**config.mk**
```make
export PLATFORM = sky130hd
export DESIGN_NAME = cbag_core
export DESIGN_NICKNAME = d
export VERILOG_FILES = /design/src/cbag_core.v
export VERILOG_INCLUDE_DIRS = /design/src
export SDC_FILE = /design/constraint.sdc
export NUM_CORES = 1
export LEC_CHECK = 0
export ABC_CLOCK_PERIOD_IN_PS = 26800
export BUFFER_PORTS_ARGS = -buffer_cell sky130_fd_sc_hd__buf_4
export CORE_AREA = 2 2 186 188
export DETAILED_ROUTE_END_ITERATION = 8
export DIE_AREA = 0 0 188 190
export GPL_TIMING_DRIVEN = 0
export PLACE_DENSITY_LB_ADDON = 0.1
export RECOVER_POWER = 25
export SYNTH_ARGS = -nofsm -noshare
export SYNTH_HDL_FRONTEND = slang
export SYNTH_SLANG_ARGS = --single-unit
```
**constraint.sdc**
```tcl
create_clock -name clk_sys -period 26.8 [get_ports clk_sys]
set_clock_uncertainty 0.2 [all_clocks]
set_input_delay 1.34 -clock clk_sys [delete_from_list [all_inputs] [get_ports clk_sys]]
set_output_delay 1.34 -clock clk_sys [all_outputs]
set_load 0.01 [all_outputs]
```
**src/cbag_defs.vh**
```
// Constants for the bank address generator
`ifndef CBAG_DEFS_VH
`define CBAG_DEFS_VH
`define CBAG_BANK_RESET 8'h00
`define CBAG_REGFILE_BASE 24'h00_0180
`define CBAG_REGFILE_LAST 24'h00_037F
`define CBAG_RBP_STRIDE_SHIFT 4
`define CBAG_RBP_WIDTH 5
// Address source select
`define CBAG_SRC_BANK 2'h0
`define CBAG_SRC_LIN_OPND 2'h1
`define CBAG_SRC_LIN_LONG 2'h2
// Addressing modes
`define CBAG_MODE_PROG 4'h0
`define CBAG_MODE_BRANCH 4'h1
`define CBAG_MODE_PCREL 4'h2
`define CBAG_MODE_IND_RW 4'h3
`define CBAG_MODE_IND_ACC 4'h4
`define CBAG_MODE_ABS16 4'h5
`define CBAG_MODE_DIR 4'h6
`define CBAG_MODE_WORD_PUSH_INSTRUCTION 4'h7
`define CBAG_MODE_WORD_POP_INSTRUCTION 4'h8
`define CBAG_MODE_INTSAVE 4'h9
// Spaces
`define CBAG_SP_PROG 3'h0
`define CBAG_SP_DATA 3'h1
`define CBAG_SP_STACK 3'h2
`define CBAG_SP_ADD 3'h3
`define CBAG_SP_NONE 3'h7
// Access sizes
`define CBAG_SZ_BYTE 2'h0
`define CBAG_SZ_WORD 2'h1
`define CBAG_SZ_LONG 2'h3
// Access sequencer states
`define CBAG_ST_IDLE 1'b0
`define CBAG_ST_BUSY 1'b1
`endif

```
**src/cbag_core.v**
```verilog
// Bank address generator and special register datapath
`timescale 1ns/10ps
`include "cbag_defs.vh"
module cbag_core #(
	parameter AW = 24,
	parameter RBP_W = `CBAG_RBP_WIDTH
) (
	input wire clk_sys,
	input wire rst_b,
	input wire [7:0] reset_vec_bank,
	input wire [15:0] reset_vec_pc,
	// Instruction side
	input wire instr_start,
	input wire [3:0] addr_mode,
	input wire [2:0] rw_index,
	input wire [1:0] addr_src,
	input wire [23:0] lin_operand,
	input wire [31:0] long_reg_value,
	input wire [15:0] offset,
	input wire use_pc_base,
	input wire prefix_valid,
	input wire [2:0] prefix_space,
	input wire [1:0] acc_size,
	input wire acc_write,
	input wire [31:0] wr_data,
	input wire acc_start,
	// Program counter control
	input wire pc_load,
	input wire [15:0] pc_value,
	input wire pc_step,
	input wire [1:0] pc_step_len,
	input wire int_accept,
	input wire [15:0] int_vec_pc,
	input wire [7:0] int_vec_bank,
	// Special register writes
	input wire data_bank_we,
	input wire user_stack_bank_we,
	input wire system_stack_bank_we,
	input wire additional_bank_we,
	input wire direct_page_we,
	input wire user_stack_pointer_we,
	input wire system_stack_pointer_we,
	input wire status_word_we,
	input wire acc_we,
	input wire [31:0] sreg_wdata,
	input wire [2:0] reg_sel,
	// Outputs: memory bus, derived addresses and special registers
	output reg [23:0] mem_addr,
	output reg [7:0] mem_wdata,
	output reg mem_we,
	output reg mem_req,
	output reg acc_busy,
	output reg [23:0] fetch_addr,
	output reg [23:0] regfile_addr,
	output reg [7:0] program_bank_reg,
	output reg [7:0] data_bank_reg,
	output reg [7:0] user_stack_bank_reg,
	output reg [7:0] system_stack_bank_reg,
	output reg [7:0] additional_bank_reg,
	output reg [7:0] direct_page_reg,
	output reg [15:0] user_stack_pointer,
	output reg [15:0] system_stack_pointer,
	output reg [15:0] processor_status_word,
	output reg [15:0] accumulator_high_half,
	output reg [15:0] accumulator_low_half,
	output reg [15:0] program_counter,
	output reg [15:0] active_stack_pointer
);

	// ----------------------------------------
	// Reset synchroniser
	// ----------------------------------------
	reg rst_s1_r;
	reg rst_s2_r;
	wire rst_n;

	always @(posedge clk_sys or negedge rst_b) begin
		if (!rst_b) begin
			rst_s1_r <= 1'b0;
			rst_s2_r <= 1'b0;
		end else begin
			rst_s1_r <= 1'b1;
			rst_s2_r <= rst_s1_r;
		end
	end
	assign rst_n = rst_s2_r;

	// ----------------------------------------
	// Helpers
	// ----------------------------------------
	// Default space per addressing mode
	function [2:0] default_space;
		input [3:0] mode;
		input [2:0] rw;
		begin
			default_space = `CBAG_SP_PROG;
			if (mode == `CBAG_MODE_IND_RW) begin
				if (rw == 3'h3 || rw == 3'h7)
					default_space = `CBAG_SP_STACK;
				else if (rw == 3'h2 || rw == 3'h6)
					default_space = `CBAG_SP_ADD;
				else
					default_space = `CBAG_SP_DATA;
			end else if (mode == `CBAG_MODE_IND_ACC || mode == `CBAG_MODE_ABS16 ||
				mode == `CBAG_MODE_DIR) begin
				default_space = `CBAG_SP_DATA;
			end else if (mode == `CBAG_MODE_WORD_PUSH_INSTRUCTION || mode == `CBAG_MODE_WORD_POP_INSTRUCTION ||
				mode == `CBAG_MODE_INTSAVE) begin
				default_space = `CBAG_SP_STACK;
			end
		end
	endfunction

	wire stack_flag;
	assign stack_flag = processor_status_word[5];

	reg [7:0] stack_bank;
	always @* begin
		stack_bank = stack_flag ? system_stack_bank_reg : user_stack_bank_reg;
	end

	function [7:0] space_bank;
		input [2:0] sp;
		input [7:0] prog_bk;
		input [7:0] data_bk;
		input [7:0] stack_bk;
		input [7:0] add_bk;
		begin
			if (sp == `CBAG_SP_DATA)
				space_bank = data_bk;
			else if (sp == `CBAG_SP_STACK)
				space_bank = stack_bk;
			else if (sp == `CBAG_SP_ADD)
				space_bank = add_bk;
			else
				space_bank = prog_bk;
		end
	endfunction

	// ----------------------------------------
	// Prefix latch, one instruction only
	// ----------------------------------------
	reg pfx_pend_r;
	reg [2:0] pfx_space_r;
	always @(posedge clk_sys or negedge rst_n) begin
		if (!rst_n) begin
			pfx_pend_r <= 1'b0;
			pfx_space_r <= `CBAG_SP_NONE;
		end else if (prefix_valid) begin
			pfx_pend_r <= 1'b1;
			pfx_space_r <= prefix_space;
		end else if (instr_start) begin
			pfx_pend_r <= 1'b0;
		end
	end

	reg [2:0] eff_space;
	reg [7:0] eff_bank;
	reg [15:0] eff_off;
	reg [23:0] base_addr;
	always @* begin
		eff_space = pfx_pend_r ? pfx_space_r : default_space(addr_mode, rw_index);
		eff_bank = space_bank(eff_space, program_bank_reg, data_bank_reg, stack_bank,
			additional_bank_reg);
		eff_off = use_pc_base ? program_counter + offset : offset;
		if (addr_src == `CBAG_SRC_LIN_OPND)
			base_addr = lin_operand;
		else if (addr_src == `CBAG_SRC_LIN_LONG)
			base_addr = long_reg_value[23:0];
		else
			base_addr = {eff_bank, eff_off};
	end

	// ----------------------------------------
	// Multi-byte access sequencer
	// ----------------------------------------
	// Linear accesses carry across banks; bank accesses wrap in the offset
	reg st_r;
	reg [1:0] cnt_r;
	reg [1:0] last_r;
	reg [23:0] start_r;
	reg lin_r;
	reg [31:0] data_r;
	reg [15:0] off_nxt;
	always @* begin
		off_nxt = start_r[15:0] + {14'h0000, cnt_r} + 16'h0001;
	end

	always @(posedge clk_sys or negedge rst_n) begin
		if (!rst_n) begin
			st_r <= `CBAG_ST_IDLE;
			cnt_r <= 2'h0;
			last_r <= 2'h0;
			start_r <= 24'h00_0000;
			lin_r <= 1'b0;
			data_r <= 32'h0000_0000;
			mem_addr <= 24'h00_0000;
			mem_wdata <= 8'h00;
			mem_we <= 1'b0;
			mem_req <= 1'b0;
			acc_busy <= 1'b0;
		end else begin
			case (st_r)
			`CBAG_ST_IDLE: begin
				mem_req <= 1'b0;
				mem_we <= 1'b0;
				if (acc_start) begin
					st_r <= (acc_size == `CBAG_SZ_BYTE) ? `CBAG_ST_IDLE : `CBAG_ST_BUSY;
					acc_busy <= (acc_size != `CBAG_SZ_BYTE);
					cnt_r <= 2'h0;
					last_r <= acc_size;
					start_r <= base_addr;
					lin_r <= (addr_src != `CBAG_SRC_BANK);
					data_r <= {8'h00, wr_data[31:8]};
					mem_addr <= base_addr;
					mem_wdata <= wr_data[7:0];
					mem_we <= acc_write;
					mem_req <= 1'b1;
				end
			end
			default: begin
				cnt_r <= cnt_r + 2'h1;
				mem_addr <= lin_r ? start_r + {22'h00_0000, cnt_r} + 24'h00_0001 :
					{start_r[23:16], off_nxt};
				mem_wdata <= data_r[7:0];
				data_r <= {8'h00, data_r[31:8]};
				if (cnt_r + 2'h1 == last_r) begin
					st_r <= `CBAG_ST_IDLE;
					acc_busy <= 1'b0;
				end
			end
			endcase
		end
	end

	// ----------------------------------------
	// Special registers
	// ----------------------------------------
	// Reset vector pins are sampled after release, not under reset
	reg boot_r;
	reg [15:0] status_nxt;
	always @* begin
		status_nxt = processor_status_word;
		if (status_word_we)
			status_nxt = sreg_wdata[15:0];
		if (int_accept)
			status_nxt[5] = 1'b1;
	end

	always @(posedge clk_sys or negedge rst_n) begin
		if (!rst_n) begin
			boot_r <= 1'b1;
			program_bank_reg <= `CBAG_BANK_RESET;
			data_bank_reg <= `CBAG_BANK_RESET;
			user_stack_bank_reg <= `CBAG_BANK_RESET;
			system_stack_bank_reg <= `CBAG_BANK_RESET;
			additional_bank_reg <= `CBAG_BANK_RESET;
			direct_page_reg <= 8'h00;
			user_stack_pointer <= 16'h0000;
			system_stack_pointer <= 16'h0000;
			processor_status_word <= 16'h0020;
			accumulator_high_half <= 16'h0000;
			accumulator_low_half <= 16'h0000;
			program_counter <= 16'h0000;
		end else begin
			boot_r <= 1'b0;
			if (data_bank_we)
				data_bank_reg <= sreg_wdata[7:0];
			if (user_stack_bank_we)
				user_stack_bank_reg <= sreg_wdata[7:0];
			if (system_stack_bank_we)
				system_stack_bank_reg <= sreg_wdata[7:0];
			if (additional_bank_we)
				additional_bank_reg <= sreg_wdata[7:0];
			if (direct_page_we)
				direct_page_reg <= sreg_wdata[7:0];
			if (user_stack_pointer_we)
				user_stack_pointer <= sreg_wdata[15:0];
			if (system_stack_pointer_we)
				system_stack_pointer <= sreg_wdata[15:0];
			if (acc_we) begin
				accumulator_high_half <= sreg_wdata[31:16];
				accumulator_low_half <= sreg_wdata[15:0];
			end
			processor_status_word <= status_nxt;
			if (boot_r) begin
				program_bank_reg <= reset_vec_bank;
				program_counter <= reset_vec_pc;
			end else if (int_accept) begin
				program_bank_reg <= int_vec_bank;
				program_counter <= int_vec_pc;
			end else if (pc_load) begin
				program_counter <= pc_value;
			end else if (pc_step) begin
				program_counter <= program_counter + {14'h0000, pc_step_len} + 16'h0001;
			end
		end
	end

	// ----------------------------------------
	// Derived address outputs
	// ----------------------------------------
	reg [23:0] rf_base;
	always @* begin
		rf_base = `CBAG_REGFILE_BASE +
			({19'h0_0000, processor_status_word[12:8]} << `CBAG_RBP_STRIDE_SHIFT);
	end

	always @(posedge clk_sys or negedge rst_n) begin
		if (!rst_n) begin
			fetch_addr <= 24'h00_0000;
			regfile_addr <= `CBAG_REGFILE_BASE;
			active_stack_pointer <= 16'h0000;
		end else begin
			fetch_addr <= {program_bank_reg, program_counter};
			// Word i sits at base+2i; byte aliases follow from little-endian order
			regfile_addr <= rf_base + {20'h0_0000, reg_sel, 1'b0};
			active_stack_pointer <= stack_flag ? system_stack_pointer :
				user_stack_pointer;
		end
	end

endmodule

```
==> metrics.md <==
| Metric | Value |
|---|---|
| Reg-to-reg startpoint | rst_n |
| DR pass1 iterations | 5 |
| RSZ-0062 raised after global routing | no |
| DRC Markers | 0 |
| Final worst-path cycle share | 19.1% |
| Initial Utilization | 41.2% |
| Overall power | 1.50 mW |
| Worst-Margin Slew | 2840 ps |
| First-pass GRT wire length | 70.8 mm |
| Syn Inst Count | 1262 |
| Post-synth ARST share | 100% |
| Fin cells | 2250 |
| Worst-path clk slew | 60 ps |
| Seq/Total Area, Yosys | 51.7% |
| Failing checks | capacitance limit, slew limit |
| Total Routing Usage GR | 25.9% |
| Power per Cell Area | 78.3 nW/µm² |
| Vias in the first global route | 11900 |
| Hold buffers post-CTS | 0 |
| R2r endpoint | mem_addr[8] |
| Synth top area cells | dfrtp_1 50%, mux2_2 12%, mux2i_1 4.6% |
| Layout Nets | 2025 |
| Core Region | 33900 µm² |
| Setup TNS Final | 0 ps |
| Synth Warn # | 0 |
| Placement Rows | 68 |
| CP dominant cell by count | buf_16 |
| Worst Path Buf+Inv | 3 |
| Die Span X | 188 µm |
| Ys flop type | dfrtp_1 |
| # Max-Cap Violations | 2 |
| Met1 Usage GRT | 32.2% |
| Level count of the clock H-tree | 2 |
| Syn-to-layout area delta | 37.1% |
| Sink Count | 289 |
| Most Crowded Layer GR | met2 |
| Final wirelength | 46.6 mm |
| Relative slew slack | -89.1% |
| Met2 global-route usage | 42.7% |
| Synth area leader | dfrtp_1 |
| Crit path from | rst_n |
| Yosys top cell area share | 50.4% |
| Crit-path slowest cell | dfrtp_1 |
| Worst R2R Path Depth | 3 |
| Placer Congestion | 0.924 |
| Layout cells sized above 1 | 38.4% |
| Hold Crit Start | rst_s1_r |
| Final min period | 5110 ps |
| WL/cell | 20.7 µm |
| Setup crit end | mem_addr[8] |
| Peak VDD IR | 66.7 µV |
| Hold Vio Cnt, Final | 0 |
| Post-CTS Resized | 0 |
| Cell family with most CP delay | buffers and inverters |
| Hold Crit Class | reg -> reg |
| CP Depth | 3 |
| Max-slew violation count | 120 |
| Pin count of the biggest net entering global routing | 69 |
| Grt ovf | 0 |
| IO Pins | 481 |
| Port Buffers | 446 |
| Syn_area_per_cell | 11.1 µm² |
| GRT met3 Usage | 6.97% |
| Initial antenna violation count | 9 |
| CP Class | reg -> async |
| Longest Clk Path Bufs | 3 |
| Setup Buffers After CTS | 0 |
| Distinct cells, synth | 64 |
| DP Cell Count | 2182 |
| Vias | 11700 |
| DRT antenna net count | 0 |
| Fmax | 196 MHz |
| Slowest cell delay on critical path | 2190 ps |
| Setup crit start kind | flip-flop |
| Worst-Skew Late Latency | 530 ps |
| Number of synthesized register bits | 289 |
| P_leak | 9.00 nW |
| Vias per std cell | 5.18 |
| CP endpoint kind | async pin |
| CP arrival | 5580 ps |
| CTS tree | done |
| Die Height | 190 µm |
| Status | finished with violations |
| Mapped Area | 14000 µm² |
| Post-synth top cells | 282 x dfrtp_1, 144 x mux2_2, 122 x nand2_1, 78 x o21ai_0, 74 x nor2_1 |
| Crit Path Max Fanout | 68 |
| Worst EP required | 27270 ps |
| CTS Buf Count | 35 |
| Clock root buffer master | clkbuf_16 |
| Detailed placer's ending HPWL | 36.5 mm |
| Total die area | 35700 µm² |
| Reg2reg setup slack | 21690 ps |
| Final setup vio count | 0 |
| EDFF count, synth | 0 |
| Drt first-iter violations | 636 |
| Crit path cell chain | clkbuf_1 -> buf_16 -> buf_16 |
| Cell with the most instances after synthesis | dfrtp_1 |
## worst min-delay path by stage
stage,endpoint,slack (ps),cells after the start
global placement,rst_n,140,0
CTS,rst_n,150,0
finish,rst_n,150,0
global route,rst_n,170,0
detailed placement,rst_n,140,0
floorplan,rst_n,130,0
## layout by cell type, fill, tap and decap left out, drive strengths merged, types with 10 or more instances in the layout
master / instances
buf: 477
dfrtp: 282
mux2: 144
nand2: 122
clkbuf: 117
o21ai: 91
nor2: 75
mux2i: 64
a21oi: 63
xnor2: 33
inv: 25
a21o: 21
ha: 20
a211oi: 19
nand3: 18
conb: 17
xor2: 16
a221oi: 15
o211ai: 14
o22ai: 13
nor3: 12
clkinv: 11
a221o: 10
nand4: 10
## final cells by class
class | count | area [µm²]
Fill cell | 3024 | 14800
Sequential cell | 289 | 7240
Multi-Input combinational cell | 869 | 6300
Timing Repair Buffer | 450 | 3430
Clock buffer | 50 | 972
Tap cell | 455 | 569
Buffer | 94 | 418
Clock inverter | 13 | 155
Inverter | 25 | 93.8
Antenna cell | 5 | 12.5
## kinds of logic after synthesis
family	after synthesis	share of synthesized area, %
AO/OA/AOI/OAI	300	14.3
AND/OR/NAND/NOR	272	8.75
adder cells (fa/ha/maj)	23	2.22
flip-flops	289	51.7
multiplexers	208	16.2
XOR/XNOR	49	3.07
buffers and inverters	119	3.66
other	2	0.0537
## metrics by stage
| stage | cell area, µm² | hold WS, ps | utilization [%] | worst slack, ps |
|---|---|---|---|---|
| after global routing | 19200 | 171 | 56.5 | 20690 |
| final | 19200 | 148 | 56.5 | 21690 |
| after global placement | 18000 | 136 | 52.9 | 14390 |
| after detailed placement | 18100 | 138 | 53.3 | 22590 |
| after floorplan | 14000 | 131 | - | 17960 |
| after CTS | 19200 | 151 | 56.6 | 23130 |
## routing by layer
layer  wire length, µm  part of all wire, %
met5                57                 0.12
met2             22200                   48
met3              3510                  7.5
met4              1920                  4.1
met1             19000                   41
## where the power goes
part	internal, mW	switching, mW
sequential	0.530	0.0740
clock	0.275	0.189
combinational	0.209	0.225
(Power assumes the default switching activity.)
